## src/shared/prmc_map.svh

```systemverilog
// register offsets, field positions, reset values and timing counts
// of the power reduction mode controller; definitions only
`ifndef PRMC_MAP_SVH
`define PRMC_MAP_SVH
`define PRMC_PWR_CTRL_OFS 12'h000
`define PRMC_PWR_CTRL_A_OFS 12'h004
`define PRMC_WAKE_EN_OFS 12'h008
`define PRMC_STATUS_OFS 12'h00c
`define PRMC_PWR_CTRL_RST 8'h00
`define PRMC_PWR_CTRL_A_RST 8'h00
`define PRMC_WAKE_EN_RST 16'h0000
`define PRMC_MODE_LSB 0
`define PRMC_BOPD_BIT 5
`define PRMC_CMP_PD_BIT 5
`define PRMC_RTC_PD_BIT 7
`define PRMC_XTAL_CYCLES 1024
`define PRMC_RC_CYCLES 256
`define PRMC_CNT_W 11
`define PRMC_STAT_DONE_BIT 2
`define PRMC_WAKE_EXT_BIT 0
`define PRMC_WAKE_KBD_BIT 1
`define PRMC_WAKE_RTC_BIT 2
`define PRMC_WAKE_WDI_BIT 3
`define PRMC_WAKE_BOI_BIT 4
`define PRMC_WAKE_CMP_BIT 5
`define PRMC_WAKE_WDR_BIT 6
`define PRMC_WAKE_BOR_BIT 7
`define PRMC_WAKE_XRS_BIT 8
`define PRMC_GIE_BIT 15
`endif

```

## src/shared/prmc_pkg.sv

```systemverilog
// types of the power reduction mode controller
package prmc_pkg;
  typedef enum logic [1:0] {
    PRMC_MODE_NORMAL = 2'h0,
    PRMC_MODE_IDLE = 2'h1,
    PRMC_MODE_PD = 2'h2,
    PRMC_MODE_TOTAL_PD = 2'h3
  } prmc_mode_t;
  typedef enum logic [1:0] {
    PRMC_RUN,
    PRMC_IDLE,
    PRMC_DOWN,
    PRMC_STARTUP
  } prmc_state_t;
endpackage

```

## src/design/prmc_ctrl.sv

```systemverilog
// power reduction mode controller: mode field, clock gating, wake-up
// decision and oscillator stabilisation wait; apb slave for registers
// assumes wake inputs are asynchronous pins, apb on i_clk
//
// How it works
// - mode 00 gives normal running, default
// - mode 01 halts cpu, peripherals keep running
// - enabled interrupt or reset ends idle
// - mode 10 stops main oscillator
// - listed resets and interrupts end power-down
// - interrupt wake needs enabled source and global enable; enabled reset sources wake without it
// - rc oscillator off unless clocking rtc
// - restart oscillator, wait 1024 or 256 clocks
// - watchdog runs if its clock select set
// - comparators on unless powered down and disabled
// - rtc and its crystal run unless rtc_power_down
// - brownout stays active in mode 10 unless pwr_ctrl bit 5 is set
// - mode 11 also disables brownout and comparators
// - mode field bits 1:0, reset to 0
//
// The placing of the registers and the APB slave port are this design's own decisions.
`timescale 1ns/1ps
`include "prmc_map.svh"
module prmc_ctrl #(
  parameter int CNT_W = `PRMC_CNT_W,
  parameter int XTAL_CYCLES = `PRMC_XTAL_CYCLES,
  parameter int RC_CYCLES = `PRMC_RC_CYCLES
) (
  input wire logic i_clk,
  input wire logic i_arst_n,
  input wire logic i_ce,
  input wire logic i_psel,
  input wire logic i_penable,
  input wire logic i_pwrite,
  input wire logic [11:0] i_paddr,
  input wire logic [31:0] i_pwdata,
  output logic [31:0] o_prdata,
  output logic o_pready,
  output logic o_pslverr,
  input wire logic i_ext_int_pins,
  input wire logic i_kbd_int,
  input wire logic i_rtc_int,
  input wire logic i_wdt_int,
  input wire logic i_wdt_rst,
  input wire logic i_bod_event,
  input wire logic i_cmp_int,
  input wire logic i_ext_rst,
  input wire logic i_wdt_clk_sel,
  input wire logic i_rtc_enabled,
  input wire logic i_clk_sel_rc,
  input wire logic i_clk_sel_xtal,
  input wire logic i_cmp_enabled,
  input wire logic i_bod_int_sel,
  output logic o_cpu_clk_en,
  output logic o_osc_en,
  output logic o_rc_osc_en,
  output logic o_periph_clk_en,
  output logic o_wdt_run,
  output logic o_cmp_power,
  output logic o_rtc_run,
  output logic o_bod_active,
  output logic o_wake_irq,
  output logic o_wake_rst
);
  localparam int NSRC = 9;
  if (CNT_W < $clog2(XTAL_CYCLES + 1) || CNT_W < $clog2(RC_CYCLES + 1)) begin
    $error("CNT_W too narrow for stabilisation counts");
  end
  if (RC_CYCLES < 2 || XTAL_CYCLES < 2) begin
    $error("stabilisation counts must be at least 2");
  end

  typedef struct packed {
    logic [7:0] pwr_ctrl;
    logic [7:0] pwr_ctrl_a;
    logic [15:0] wake_en;
    prmc_pkg::prmc_state_t state;
    logic [NSRC-1:0] sync1;
    logic [NSRC-1:0] sync2;
    logic load;
    logic [31:0] prdata;
    logic pready;
    logic pslverr;
    logic cpu_clk_en;
    logic osc_en;
    logic rc_osc_en;
    logic periph_clk_en;
    logic wdt_run;
    logic cmp_power;
    logic rtc_run;
    logic bod_active;
    logic wake_irq;
    logic wake_rst;
  } prmc_st_t;
  prmc_st_t st_reg;
  prmc_st_t st_next;
  logic stab_done;

  // wake source index into sync vectors and enable bits
  localparam int S_EXT = `PRMC_WAKE_EXT_BIT;
  localparam int S_KBD = `PRMC_WAKE_KBD_BIT;
  localparam int S_RTC = `PRMC_WAKE_RTC_BIT;
  localparam int S_WDI = `PRMC_WAKE_WDI_BIT;
  localparam int S_BOI = `PRMC_WAKE_BOI_BIT;
  localparam int S_CMP = `PRMC_WAKE_CMP_BIT;
  localparam int S_WDR = `PRMC_WAKE_WDR_BIT;
  localparam int S_BOR = `PRMC_WAKE_BOR_BIT;
  localparam int S_XRS = `PRMC_WAKE_XRS_BIT;
  localparam int GIE_BIT = `PRMC_GIE_BIT;

  wire logic [NSRC-1:0] raw_in = {i_ext_rst, i_bod_event, i_wdt_rst, i_cmp_int, i_bod_event,
                                  i_wdt_int, i_rtc_int, i_kbd_int, i_ext_int_pins};

  function automatic logic reg_hit(input logic [11:0] a, input logic [11:0] ofs);
    reg_hit = (a[11:2] == ofs[11:2]);
  endfunction

  prmc_stab_timer #(.CNT_W(CNT_W)) prmc_stab_timer_inst (
    .i_clk(i_clk),
    .i_arst_n(i_arst_n),
    .i_ce(i_ce),
    .i_load(st_reg.load),
    .i_load_val(i_clk_sel_xtal ? CNT_W'(XTAL_CYCLES) : CNT_W'(RC_CYCLES)),
    .o_done(stab_done)
  );

  logic [1:0] mode;
  logic total_pd;
  logic bod_on;
  logic cmp_on;
  logic [NSRC-1:0] src_ok;
  logic irq_wake;
  logic rst_wake;
  logic acc;

  always_comb begin
    mode = st_reg.pwr_ctrl[`PRMC_MODE_LSB +: 2];
    total_pd = (mode == prmc_pkg::PRMC_MODE_TOTAL_PD);
    bod_on = !total_pd && !st_reg.pwr_ctrl[`PRMC_BOPD_BIT];
    cmp_on = !total_pd &&
             !(st_reg.pwr_ctrl_a[`PRMC_CMP_PD_BIT] && !i_cmp_enabled);
    src_ok = st_reg.sync2 & st_reg.wake_en[NSRC-1:0];
    src_ok[S_BOI] = src_ok[S_BOI] & bod_on & i_bod_int_sel;
    src_ok[S_BOR] = src_ok[S_BOR] & bod_on & !i_bod_int_sel;
    src_ok[S_CMP] = src_ok[S_CMP] & cmp_on;
    irq_wake = |src_ok[S_CMP:S_EXT] && st_reg.wake_en[GIE_BIT];
    rst_wake = |src_ok[S_XRS:S_WDR];
    acc = i_psel && i_penable && !st_reg.pready;
  end

  always_comb begin
    st_next = st_reg;
    st_next.sync1 = raw_in;
    st_next.sync2 = st_reg.sync1;
    st_next.load = 1'b0;
    st_next.pready = 1'b0;
    st_next.pslverr = 1'b0;
    st_next.wake_irq = 1'b0;
    st_next.wake_rst = 1'b0;
    if (acc) begin
      st_next.pready = 1'b1;
      st_next.prdata = '0;
      if (reg_hit(i_paddr, `PRMC_PWR_CTRL_OFS)) begin
        st_next.prdata[7:0] = st_reg.pwr_ctrl;
        if (i_pwrite) st_next.pwr_ctrl = i_pwdata[7:0];
      end else if (reg_hit(i_paddr, `PRMC_PWR_CTRL_A_OFS)) begin
        st_next.prdata[7:0] = st_reg.pwr_ctrl_a;
        if (i_pwrite) st_next.pwr_ctrl_a = i_pwdata[7:0];
      end else if (reg_hit(i_paddr, `PRMC_WAKE_EN_OFS)) begin
        st_next.prdata[15:0] = st_reg.wake_en;
        if (i_pwrite) st_next.wake_en = i_pwdata[15:0];
      end else if (reg_hit(i_paddr, `PRMC_STATUS_OFS)) begin
        st_next.prdata[1:0] = st_reg.state;
        st_next.prdata[`PRMC_STAT_DONE_BIT] = stab_done;
      end else begin
        st_next.pslverr = 1'b1;
      end
    end
    case (st_reg.state)
      prmc_pkg::PRMC_RUN: begin
        if (mode == prmc_pkg::PRMC_MODE_IDLE) st_next.state = prmc_pkg::PRMC_IDLE;
        else if (mode[1]) st_next.state = prmc_pkg::PRMC_DOWN;
      end
      prmc_pkg::PRMC_IDLE: begin
        if (irq_wake || rst_wake) begin
          st_next.state = prmc_pkg::PRMC_RUN;
          st_next.pwr_ctrl[`PRMC_MODE_LSB +: 2] = 2'h0;
          st_next.wake_irq = irq_wake && !rst_wake;
          st_next.wake_rst = rst_wake;
        end
      end
      prmc_pkg::PRMC_DOWN: begin
        if (irq_wake || rst_wake) begin
          st_next.state = prmc_pkg::PRMC_STARTUP;
          st_next.load = 1'b1;
          st_next.wake_irq = irq_wake && !rst_wake;
          st_next.wake_rst = rst_wake;
        end
      end
      prmc_pkg::PRMC_STARTUP: begin
        if (stab_done && !st_reg.load) begin
          st_next.state = prmc_pkg::PRMC_RUN;
          st_next.pwr_ctrl[`PRMC_MODE_LSB +: 2] = 2'h0;
        end
      end
      default: st_next.state = prmc_pkg::PRMC_RUN;
    endcase
    st_next.cpu_clk_en = (st_next.state == prmc_pkg::PRMC_RUN);
    st_next.periph_clk_en = (st_next.state != prmc_pkg::PRMC_DOWN) &&
                            (st_next.state != prmc_pkg::PRMC_STARTUP);
    st_next.osc_en = (st_next.state != prmc_pkg::PRMC_DOWN);
    st_next.rc_osc_en = st_next.osc_en || (i_clk_sel_rc && i_rtc_enabled);
    st_next.wdt_run = st_next.osc_en || i_wdt_clk_sel;
    st_next.rtc_run = st_next.osc_en || !st_reg.pwr_ctrl_a[`PRMC_RTC_PD_BIT];
    st_next.cmp_power = cmp_on;
    st_next.bod_active = bod_on;
  end

  always_ff @(posedge i_clk or negedge i_arst_n) begin
    if (!i_arst_n) begin
      st_reg <= '0;
      st_reg.pwr_ctrl <= `PRMC_PWR_CTRL_RST;
      st_reg.pwr_ctrl_a <= `PRMC_PWR_CTRL_A_RST;
      st_reg.wake_en <= `PRMC_WAKE_EN_RST;
      st_reg.state <= prmc_pkg::PRMC_RUN;
      st_reg.cpu_clk_en <= 1'b1;
      st_reg.periph_clk_en <= 1'b1;
      st_reg.osc_en <= 1'b1;
      st_reg.rc_osc_en <= 1'b1;
      st_reg.wdt_run <= 1'b1;
      st_reg.rtc_run <= 1'b1;
      st_reg.cmp_power <= 1'b1;
      st_reg.bod_active <= 1'b1;
    end else if (i_ce) begin
      st_reg <= st_next;
    end
  end

  assign o_prdata = st_reg.prdata;
  assign o_pready = st_reg.pready;
  assign o_pslverr = st_reg.pslverr;
  assign o_cpu_clk_en = st_reg.cpu_clk_en;
  assign o_osc_en = st_reg.osc_en;
  assign o_rc_osc_en = st_reg.rc_osc_en;
  assign o_periph_clk_en = st_reg.periph_clk_en;
  assign o_wdt_run = st_reg.wdt_run;
  assign o_cmp_power = st_reg.cmp_power;
  assign o_rtc_run = st_reg.rtc_run;
  assign o_bod_active = st_reg.bod_active;
  assign o_wake_irq = st_reg.wake_irq;
  assign o_wake_rst = st_reg.wake_rst;

  chk_idle_halts_cpu: assert property (@(posedge i_clk) disable iff (!i_arst_n)
    st_reg.state == prmc_pkg::PRMC_IDLE |-> !o_cpu_clk_en && o_periph_clk_en)
    else $error("idle state with cpu clock running");
  chk_down_stops_osc: assert property (@(posedge i_clk) disable iff (!i_arst_n)
    st_reg.state == prmc_pkg::PRMC_DOWN |-> !o_osc_en && !o_cpu_clk_en)
    else $error("power-down with oscillator running");
  chk_mode_enters_idle: assert property (@(posedge i_clk) disable iff (!i_arst_n)
    i_ce && st_reg.state == prmc_pkg::PRMC_RUN && mode == 2'h1
    |=> st_reg.state == prmc_pkg::PRMC_IDLE)
    else $error("idle mode not entered");
  chk_idle_wake_exit: assert property (@(posedge i_clk) disable iff (!i_arst_n)
    i_ce && st_reg.state == prmc_pkg::PRMC_IDLE && (irq_wake || rst_wake)
    |=> st_reg.state == prmc_pkg::PRMC_RUN && o_cpu_clk_en)
    else $error("idle not ended by wake source");
  chk_gie_gates_irq: assert property (@(posedge i_clk) disable iff (!i_arst_n)
    i_ce && (st_reg.state == prmc_pkg::PRMC_IDLE || st_reg.state == prmc_pkg::PRMC_DOWN) &&
    !st_reg.wake_en[GIE_BIT] && !rst_wake |=> !o_wake_irq && !o_cpu_clk_en)
    else $error("interrupt wake without global enable");
  chk_down_wake_load: assert property (@(posedge i_clk) disable iff (!i_arst_n)
    i_ce && st_reg.state == prmc_pkg::PRMC_DOWN && (irq_wake || rst_wake)
    |=> st_reg.state == prmc_pkg::PRMC_STARTUP && st_reg.load && o_osc_en)
    else $error("power-down wake did not restart oscillator");
  chk_stab_holds_cpu: assert property (@(posedge i_clk) disable iff (!i_arst_n)
    st_reg.state == prmc_pkg::PRMC_STARTUP && !stab_done |-> !o_cpu_clk_en)
    else $error("cpu ran before oscillator stable");
  chk_total_pd_bod: assert property (@(posedge i_clk) disable iff (!i_arst_n)
    i_ce && total_pd |=> !o_bod_active && !o_cmp_power)
    else $error("brownout or comparators on in total power-down");
  chk_pd_bod_kept: assert property (@(posedge i_clk) disable iff (!i_arst_n)
    i_ce && mode == 2'h2 && !st_reg.pwr_ctrl[`PRMC_BOPD_BIT] |=> o_bod_active)
    else $error("brownout lost in power-down");
  chk_wdt_runs_pd: assert property (@(posedge i_clk) disable iff (!i_arst_n)
    i_ce && i_wdt_clk_sel |=> o_wdt_run)
    else $error("watchdog stopped with clock select set");
  cov_idle_wake: cover property (@(posedge i_clk) disable iff (!i_arst_n)
    st_reg.state == prmc_pkg::PRMC_IDLE ##1 st_reg.state == prmc_pkg::PRMC_RUN);
  cov_pd_wake: cover property (@(posedge i_clk) disable iff (!i_arst_n)
    st_reg.state == prmc_pkg::PRMC_STARTUP ##1 st_reg.state == prmc_pkg::PRMC_RUN);
  cov_total_pd: cover property (@(posedge i_clk) disable iff (!i_arst_n)
    st_reg.state == prmc_pkg::PRMC_DOWN && total_pd);
endmodule

```

## src/design/prmc_stab_timer.sv

```systemverilog
// oscillator stabilisation counter: counts a load value down to zero
// assumes one clock domain with enable and asynchronous reset
`timescale 1ns/1ps
`include "prmc_map.svh"
module prmc_stab_timer #(
  parameter int CNT_W = `PRMC_CNT_W
) (
  input wire logic i_clk,
  input wire logic i_arst_n,
  input wire logic i_ce,
  input wire logic i_load,
  input wire logic [CNT_W-1:0] i_load_val,
  output logic o_done
);
  typedef struct packed {
    logic [CNT_W-1:0] cnt;
    logic busy;
  } prmc_tmr_t;
  prmc_tmr_t st_reg;
  prmc_tmr_t st_next;

  if (CNT_W < 1) begin
    $error("CNT_W must be at least 1");
  end

  always_comb begin
    st_next = st_reg;
    if (i_load) begin
      st_next.cnt = i_load_val;
      st_next.busy = 1'b1;
    end else if (st_reg.busy) begin
      if (st_reg.cnt <= CNT_W'(1)) begin
        st_next.busy = 1'b0;
        st_next.cnt = '0;
      end else begin
        st_next.cnt = st_reg.cnt - CNT_W'(1);
      end
    end
  end

  always_ff @(posedge i_clk or negedge i_arst_n) begin
    if (!i_arst_n) begin
      st_reg <= '0;
    end else if (i_ce) begin
      st_reg <= st_next;
    end
  end

  assign o_done = !st_reg.busy;
endmodule

```

## config.mk

```make
export PLATFORM = sky130hd
export DESIGN_NAME = prmc_ctrl
export DESIGN_NICKNAME = d
export VERILOG_FILES = /design/src/shared/prmc_pkg.sv /design/src/design/prmc_ctrl.sv /design/src/design/prmc_stab_timer.sv
export VERILOG_INCLUDE_DIRS = /design/src /design/src/shared
export SDC_FILE = /design/constraint.sdc
export NUM_CORES = 1
export LEC_CHECK = 0
export ABC_AREA = 1
export ABC_CLOCK_PERIOD_IN_PS = 1700
export BUFFER_PORTS_ARGS = -buffer_cell sky130_fd_sc_hd__buf_2
export CAP_MARGIN = 20
export CORE_ASPECT_RATIO = 0.5
export CORE_MARGIN = 5
export CORE_UTILIZATION = 35
export CTS_CLUSTER_SIZE = 8
export DETAILED_ROUTE_END_ITERATION = 7
export HOLD_SLACK_MARGIN = 0.1
export SYNTH_ARGS = -nofsm -noshare
export SYNTH_HDL_FRONTEND = slang
export SYNTH_SLANG_ARGS = --single-unit
```

## constraint.sdc

```tcl
create_clock -name i_clk -period 1.7 [get_ports i_clk]
set_input_delay 0.17 -clock i_clk [delete_from_list [all_inputs] [get_ports i_clk]]
set_output_delay 0.17 -clock i_clk [all_outputs]
set_load 0.005 [all_outputs]
```

Word level (Yosys, flattened, before mapping)

Cells that the tools add are included.

Input bits: 64
Flip-flop bits (word level): 93
Logic and storage cells: 118

Bitwise logic cells: 8
Multiplexer cells: 39
Order comparisons: 1
Add/subtract/negate cells: 1
Reductions and logical operators: 36
Equal/unequal tests: 10

Operator list:

| cell                                                                              | count |
|---|---|
| 16-bit two-way mux                                                                | 3 |
| 8-bit two-way mux                                                                 | 6 |
| 26-bit two-way mux                                                                | 1 |
| 12-bit two-way mux                                                                | 2 |
| 2-bit two-way mux                                                                 | 12 |
| 24-bit two-way mux                                                                | 1 |
| 11-bit two-way mux                                                                | 2 |
| 10-bit by 2-bit == test with 1-bit output, second input constant                  | 2 |
| 13-bit two-way mux                                                                | 1 |
| 11-bit by 1-bit less-or-equal comparator with 1-bit output, second input constant | 1 |
| 11-bit by 1-bit subtractor with 11-bit output, second input constant              | 1 |
| 10-bit by 1-bit == test with 1-bit output, second input constant                  | 1 |
| 1-bit logical AND                                                                 | 10 |
| 1-bit zero test                                                                   | 10 |
| 10-bit zero test                                                                  | 1 |
| 9-bit bitwise AND                                                                 | 1 |
| 2-bit case mux with 4 select lines                                                | 1 |
| 1-bit two-way mux                                                                 | 7 |
| 2-bit == test, second input constant                                              | 3 |
| 3-bit two-way mux                                                                 | 2 |
| 6-bit AND reduction                                                               | 1 |
| 6-bit OR reduction                                                                | 1 |
| 1-bit bitwise AND                                                                 | 5 |
| 5-bit AND reduction                                                               | 1 |
| other kinds (11)                                                                  | 19 |

Longest topological paths before layout

Gate-level depths: netlist of the first run.

Depth in word-level cells: 12
Gate-level depth with buffers: 14

By module

A second synthesis of the first run with hierarchy kept.

Cell total of the unflattened synthesis: 589
Area, all modules: 4780.8 µm²

By module, submodules not included:

| module          | instances | area each (µm²) | cells an instance |
|---|---|---|---|
| prmc_ctrl       | 1         | 3883.7          | 457 |
| prmc_stab_timer | 1         | 897.1           | 132 |

Least setup slack after synthesis of the first run

No wires, ideal clock.

Path type: register -> register
From: register st_reg (netlist bit o_pready)
To: register st_reg[67] in the netlist's numbering
Arrival: 1491 ps
Required time: 1582 ps
Slack: 91 ps
Library setup time: 118 ps
Stages on the path, launching flop included: 10
Period minus slack after synthesis: 1609 ps
Path buffers: 1
Cell sequence: dfrtp_1 -> inv_1 -> nand3_1 -> nor2_8 -> inv_2 -> nor2_8 -> nand2_4 -> buf_2 -> a21oi_1 -> inv_1

Word-level cells in the longest chain between the ends: 3

RTL lines:

| item                          | RTL line         | RTL |
|---|---|---|
| start: declaration            | prmc_ctrl.sv:95  | `prmc_st_t st_reg;` |
| start signal: assignment      | prmc_ctrl.sv:235 | `st_reg <= st_next;` |
| 1-bit zero test               | prmc_ctrl.sv:148 | `acc = i_psel && i_penable && !st_reg.pready;` |
| 1-bit logical AND             | prmc_ctrl.sv:148 |  |
| 6-bit AND reduction (no line) | n/a              |  |

No other way between the ends.
A chain may end at the register's enable or synchronous reset.

Worst setup path in the final report of the first run

From: register prmc_stab_timer_inst.st_reg[1] in the netlist's numbering
To: register prmc_stab_timer_inst.st_reg[11] in the netlist's numbering

Word-level cells in the longest chain between the ends: 4
Elaborated cells between the ends (all ways): 5

RTL lines:

| item                                                                                                                        | RTL line                                     | RTL |
|---|---|---|
| start: declaration                                                                                                          | prmc_stab_timer.sv:19                        | `prmc_tmr_t st_reg;` |
| start signal: assignment                                                                                                    | prmc_stab_timer.sv:45                        | `st_reg <= st_next;` |
| 11-bit by 1-bit subtractor with 11-bit output or 11-bit by 1-bit less-or-equal comparator with 1-bit output (tied branches) | prmc_stab_timer.sv:36, prmc_stab_timer.sv:32 |  |
| 11-bit two-way mux (*)                                                                                                      | prmc_stab_timer.sv:32                        | `if (st_reg.cnt <= CNT_W'(1)) begin` |
| 12-bit two-way mux (*)                                                                                                      | prmc_stab_timer.sv:31                        | `end else if (st_reg.busy) begin` |
| 12-bit two-way mux (*)                                                                                                      | prmc_stab_timer.sv:28                        | `if (i_load) begin` |

Every way passes the cells marked *; elsewhere a longest branch is shown, timed or not. The select of a mux whose other input is x is not followed.

==> results of run 1 <==
worst reg2reg max path, cell delays in order, from the launching register on:
cell,delay (ps)
dfrtp_1,390
inv_2,80
ha_4,130
nand2_1,60
nor2_2,130
nand2_1,100
nor3_2,220
nand2_1,90
xor2_1,130
nand2_1,60
a22oi_1,140
layer usage:
layer / up-vias / part of all wire / wire length [um]
li1: 1801 / - / -
met4: 0 / 0.0094 / 95
met2: 72 / 0.44 / 4470
met1: 1650 / 0.50 / 5040
met3: 8 / 0.051 / 517
met5: - / 0 / 0
stage by stage:
step	utilization	setup TNS (ps)	std cells
after floorplan	-	0	526
after global placement	0.399	0	752
after detailed placement	0.399	0	752
after CTS	0.439	0	790
after global routing	0.449	-148	797
final	0.449	0	797
cells by family after synthesis:
group | after synthesis
simple gates | 223
buf+inv | 101
flops | 91
compound gates | 68
mux | 13
xor+xnor | 8
fa+ha+maj | 6
other cells | 1
repair_timing:
action                                  in CTS  in global routing
hold buffers                                22                  0
gates resized for setup                      0                 22
hold endpoints to repair                   105                  0
endpoints found under the setup margin       0                 18
buffers inserted                             0                  7
power groups by stage:
stage | Combinational, mW | Clock [mW] | Sequential (mW)
after global placement | 1.30 | 0 | 2.68
after detailed placement | 1.32 | 0 | 2.69
after floorplan | 0.876 | 0 | 2.66
after CTS | 1.37 | 1.96 | 2.65
after global routing | 1.73 | 2.03 | 2.70
final | 1.50 | 1.88 | 2.66
Yosys cell counts, types with 2 or more instances:
cell,number,share of area
dfstp_2,8,0.047
nor2_8,2,0.0090
nand4_1,3,0.0042
xor2_1,5,0.0098
o2111ai_1,3,0.0059
nor3_1,2,0.0022
o22ai_1,5,0.0070
a221oi_1,3,0.0059
o21a_1,2,0.0034
clkbuf_1,5,0.0042
nor2_1,37,0.031
inv_1,51,0.043
inv_2,4,0.0034
o21ai_0,18,0.020
nand3_1,15,0.017
a22o_1,8,0.016
a21oi_1,11,0.012
dfrtp_1,83,0.47
ha_1,6,0.017
or2_2,2,0.0028
nand2_1,152,0.13
mux2_2,2,0.0051
mux2i_1,11,0.025
xnor2_1,3,0.0059
buf_4,32,0.054
buf_1,2,0.0017
nand2_2,2,0.0028
o21ai_1,12,0.013
buf_2,5,0.0056
cell usage in the layout (no fill, tap or decap), types with 2 or more instances in the layout:
cell,count
nand2_1,148
dfrtp_1,83
buf_2,72
inv_1,49
buf_4,35
nor2_1,32
dlygate4sd3_1,22
o21ai_0,17
conb_1,16
nand3_1,13
o21ai_1,13
a21oi_1,11
mux2i_1,11
clkbuf_16,9
a22o_1,8
dfstp_2,8
inv_2,6
xor2_1,5
o22ai_1,5
ha_1,5
nor2_2,4
nand2_2,4
nand4_1,3
nand2_4,3
xnor2_1,3
a221oi_1,3
o2111ai_1,3
clkinv_2,3
or2_4,2
nor2_4,2
nor2_8,2
or2_2,2
nand3_2,2
o21a_1,2
mux2_2,2
area by class of cell:
cell class / count / area share
clock buffer: 10 / 0.0424
tap: 170 / 0.0377
multi-input combinational: 334 / 0.317
timing repair buffer: 130 / 0.153
clock inverter: 6 / 0.00710
inverter: 56 / 0.0373
sequential: 91 / 0.406
path summary, 6_finish.rpt:
path	end	slack, ps	depth (start not counted)	startpoint
setup / recovery	prmc_stab_timer_inst.st_reg[11]	80	10	prmc_stab_timer_inst.st_reg[1]
hold / removal	st_reg[88]	120	3	i_pwdata[7]
setup reg to reg	prmc_stab_timer_inst.st_reg[11]	80	10	prmc_stab_timer_inst.st_reg[1]
hold reg to reg	o_cmp_power	470	2	o_cmp_power
max in group asynchronous	o_cpu_clk_en	900	3	i_arst_n
min in group asynchronous	st_next[48]	420	3	i_arst_n
==> flow_summary_export.csv, run 1 <==
group,metric,value,unit
logic_synthesis,syn_avg_cell_area,8.72,sq um
logic_synthesis,synth_edf_count,0,
global_route,use_met1,0.192,
routing,routed_wl,10100,um
critical_path,crit_top_cell,"nand2_1",
critical_path,crit_path_max_fanout,2,
routing,via_per_inst,4.43,
clock_tree,cts-root-to-sink-buffers,2,
final_layout,syn_to_final_growth,26.5,%
final_layout,drive_above_1_share,0.262,
flow_run,maxCapViolCount,0,
power,p_int,4.21,mW
final_layout,multiInputGateArea,1780,sq um
power,power_density,1070,nW/um^2
sta,finClkSkew,4.44,ps
power,total_power,6.04,mW
critical_path,cp.arrival,1890,ps
global_route,grt_pass1_wl,16600,um
final_layout,fillCellCount,1285,
placement,dp_slack,25.1,ps
logic_synthesis,seq_area_frac_synth,0.513,
critical_path,critPathBufInv,1,
sta,fin_crit,1620,ps
logic_synthesis,synth_flop_cell,"dfrtp_1",
sta,rsz0062_at_grt,"yes",
floorplan,io_pins,108,
floorplan,die_y,89.8,um
clock_tree,clkLatencyLatePin,340,ps
floorplan,die_x,170,um
power,peakVddDrop,480,uV
routing,antenna_left,0,
critical_path,slowest_stage,"dfrtp_1",
logic_synthesis,muxShareOfSynthArea,0.0298,
logic_synthesis,synth_cell_types,46,
sta,setup_viol,0,
routing,vias,3531,
critical_path,cp_slowest_stage_delay,390,ps
clock_tree,cts_num_sinks,91,
critical_path,required,1960,ps
logic_synthesis,yosysWarnings,0,
global_route,gr-usage-met2,0.203,
clock_tree,clkSlewWorstSetupHoldPaths,70,ps
logic_synthesis,synth_top_family_by_area,"simple AND/OR/NAND/NOR gates",
worst_hold_path,hp-class,"input pin to register",
floorplan,core_area,12600,sq um
sta,finalHoldViolations,0,
placement,dp_hpwl,7220,um
power,seq_power_share,0.441,
critical_path,end_kind,"register",
global_route,grt_usage,0.134,
clock_tree,cts_made_buffers,9,
logic_synthesis,yosys.area_share.simple,0.213,
power,switchingPower,1.83,mW
final_layout,regArea,2290,sq um
critical_path,critPathTopFamily,"simple AND/OR/NAND/NOR gates",
global_route,grt_use_met3,0.0364,
floorplan,fp.dieArea,15200,sq um
sta,fmax,616,MHz
placement,gp_congestion,0.857,
sta,hold_slack,117,ps
clock_tree,cts_tree,"yes",
floorplan,rows,29,
power,switching_share,0.302,
final_layout,stdcell_area,5640,sq um
global_route,grt_start_max_net_pins,92,
placement,place_area,5010,sq um
logic_synthesis,synth_area,4460,sq um
power,power_frac_clock,0.311,
critical_path,critPathLaunchType,"register",
global_route,gr-total-overflow,0,
routing,drt-wirelength-per-cell,12.7,um
logic_synthesis,synth_fa_ha_area_frac,0.0168,
floorplan,start_util,0.355,
logic_synthesis,async_flop_share,1.00,
critical_path,critical_path_class,"register to register",
final_layout,n_antenna_cell,0,
power,p_leak,3.18,nW
clock_tree,root_buffer,"clkbuf_16",
global_route,grt-busiest-layer,"met2",
critical_path,critical_path.cell_chain,"inv_2 -> ha_4 -> nand2_1 -> nor2_2 -> nand2_1 -> nor3_2 -> nand2_1 -> xor2_1 -> nand2_1 -> a22oi_1",
logic_synthesis,synth_xor_area_frac,0.0157,
clock_tree,h-tree-depth,3,
final_layout,largest_reg_flops,41,
final_layout,finalNetCount,692,
logic_synthesis,ys_seq_elements,91,
sta,period_share,0.955,
placement,port_buffers,73,
global_route,grt_pass1_vias,3401,
routing,drt_iter0_markers,167,
logic_synthesis,synth_compound_area_frac,0.0955,
sta,worst_slack,76.9,ps
power,combPwrFrac,0.248,
outcome,status,"completed",
global_route,antenna_found_initial,0,
sta,slew_violations,0,
logic_synthesis,synthCells,511,
routing,drcViolationCount,0,
routing,dr.pass1.iters,4,
Power figures use the tool's default switching activity.
==> run 2, diff against run 1 <==
--- a/config.mk
+++ b/config.mk
@@ -10,12 +10,15 @@
 export ABC_CLOCK_PERIOD_IN_PS = 1700
 export BUFFER_PORTS_ARGS = -buffer_cell sky130_fd_sc_hd__buf_2
 export CAP_MARGIN = 20
+export CELL_PAD_IN_SITES_DETAIL_PLACEMENT = 0
+export CELL_PAD_IN_SITES_GLOBAL_PLACEMENT = 1
 export CORE_ASPECT_RATIO = 0.5
 export CORE_MARGIN = 5
 export CORE_UTILIZATION = 35
 export CTS_CLUSTER_SIZE = 8
 export DETAILED_ROUTE_END_ITERATION = 7
 export HOLD_SLACK_MARGIN = 0.1
+export PLACE_DENSITY_LB_ADDON = 0.1
 export SYNTH_ARGS = -nofsm -noshare
 export SYNTH_HDL_FRONTEND = slang
 export SYNTH_SLANG_ARGS = --single-unit
==> flow_summary_export.csv, run 2 (same netlist as run 1, synthesis figures left out) <==
group,metric,value,unit
sta,fin_setup_tns,0,ps
sta,finalHoldViolations,0,
placement,dp_slack,-32.0,ps
sta,fmax,611,MHz
critical_path,end_kind,"register",
critical_path,critPathTopFamily,"simple AND/OR/NAND/NOR gates",
critical_path,critPathLaunchType,"register",
power,total_power,6.64,mW
critical_path,cp.arrival,1900,ps
clock_tree,clkLatencyLatePin,340,ps
critical_path,critical_path.cell_chain,"buf_6 -> ha_2 -> nand4_1 -> a21oi_2 -> or2_4 -> nor2_4 -> buf_6 -> nand2_1 -> a22oi_2",
global_route,grt_pass1_vias,3623,
clock_tree,h-tree-depth,3,
routing,drcViolationCount,0,
floorplan,core_area,12600,sq um
final_layout,finalNetCount,700,
critical_path,required,1970,ps
sta,period_share,0.963,
global_route,gr-total-overflow,0,
power,p_int,4.66,mW
floorplan,die_y,89.8,um
final_layout,largest_reg_flops,41,
clock_tree,clkSlewWorstSetupHoldPaths,70,ps
routing,via_per_inst,4.49,
power,power_density,1140,nW/um^2
placement,place_area,5080,sq um
critical_path,slowest_stage,"dfrtp_1",
floorplan,fp.dieArea,15200,sq um
placement,dp_cells,759,
global_route,grt_start_max_net_pins,36,
clock_tree,cts_made_buffers,9,
final_layout,n_antenna_cell,0,
clock_tree,cts_num_sinks,91,
final_layout,syn_to_final_growth,31.3,%
final_layout,utilization,0.466,
critical_path,critPathBufInv,2,
placement,dp_hpwl,7840,um
power,p_leak,3.24,nW
placement,gp_congestion,0.808,
sta,finClkSkew,9.08,ps
clock_tree,root_buffer,"clkbuf_16",
critical_path,critical_path_class,"register to register",
floorplan,rows,29,
final_layout,final_cell_mix,"nand2_1 (138), dfrtp_1 (83), buf_2 (72)",
critical_path,reg2reg_setup_slack,60,ps
routing,drt_iter0_markers,199,
final_layout,drive_above_1_share,0.306,
sta,hold_slack,114,ps
final_layout,final_common_cell,"nand2_1",
clock_tree,cts_tree,"yes",
sta,max-slew-margin-rel,0.652,
sta,worstMarginPinSlew,522,ps
critical_path,crit_path_max_fanout,3,
placement,port_buffers,73,
global_route,grt_pass1_wl,18300,um
sta,rsz0062_at_grt,"yes",
power,seq_power_share,0.400,
floorplan,io_pins,108,
floorplan,start_util,0.355,
final_layout,final_cell_count_no_fill,805,
power,combPwrFrac,0.263,
worst_hold_path,hp-class,"input pin to register",
critical_path,cp_slowest_stage_delay,400,ps
floorplan,die_x,170,um
sta,setup_viol,0,
global_route,antenna_found_initial,0,
power,switchingPower,1.99,mW
global_route,grt_usage,0.149,
clock_tree,cts-root-to-sink-buffers,2,
flow_run,maxCapViolCount,0,
routing,antenna_left,0,
outcome,status,"completed",
sta,slew_violations,0,
power,power_frac_clock,0.338,
power,peakVddDrop,515,uV
routing,routed_wl,10900,um
sta,fin_crit,1640,ps
routing,dr.pass1.iters,4,
power,switching_share,0.299,
routing,vias,3612,
routing,drt-wirelength-per-cell,13.5,um
critical_path,crit_top_cell,"buf_6",
final_layout,stdcell_area,5850,sq um
sta,worst_slack,62.6,ps
## run 2: path summary, 6_finish.rpt
check                      depth (start not counted)                      startpoint                               to
min in group asynchronous                          2                        i_arst_n                       st_reg[64]
hold / removal                                     3                     i_pwdata[5]                       st_reg[86]
hold reg to reg                                    2                 o_periph_clk_en                  o_periph_clk_en
max in group asynchronous                          3                        i_arst_n                        o_wdt_run
setup / recovery                                   9  prmc_stab_timer_inst.st_reg[1]  prmc_stab_timer_inst.st_reg[11]
setup reg to reg                                   9  prmc_stab_timer_inst.st_reg[1]  prmc_stab_timer_inst.st_reg[11]
## run 2: area by class of cell
cell class	count	area [sq um]
Clock buffer	10	239
Sequential cell	91	2290
Clock inverter	6	93.8
Multi-Input combinational cell	334	1860
Tap cell	170	213
Fill cell	1271	6710
Inverter	56	210
Timing Repair Buffer	138	947
## run 2: power by group through the flow
stage | clock (mW) | sequential [mW] | combinational [mW]
after floorplan | 0 | 2.66 | 0.876
after global routing | 2.40 | 2.69 | 1.98
after detailed placement | 0 | 2.68 | 1.42
after global placement | 0 | 2.67 | 1.41
after CTS | 2.31 | 2.64 | 1.47
final | 2.25 | 2.65 | 1.74
## run 2: per-layer routing
metal	track usage	part of all wire
met4	0.0422	0.0098
met1	0.209	0.50
met5	0	0
met3	0.0329	0.041
met2	0.231	0.45
## run 2: worst reg2reg max path: stages (launching register included)
cell and delay [ps]:
dfrtp_1 400, buf_6 120, ha_2 160, nand4_1 100, a21oi_2 60, or2_4 260, nor2_4 170, buf_6 110
nand2_1 50, a22oi_2 130
## run 2: timing repair
| action | CTS | global route |
|---|---|---|
| pin swaps | 0 | 16 |
| hold endpoints to repair | 53 | 0 |
| setup buffers | 0 | 8 |
| endpoints found under the setup margin | 2 | 21 |
| hold buffers | 22 | 0 |
| gates resized for setup | 1 | 49 |
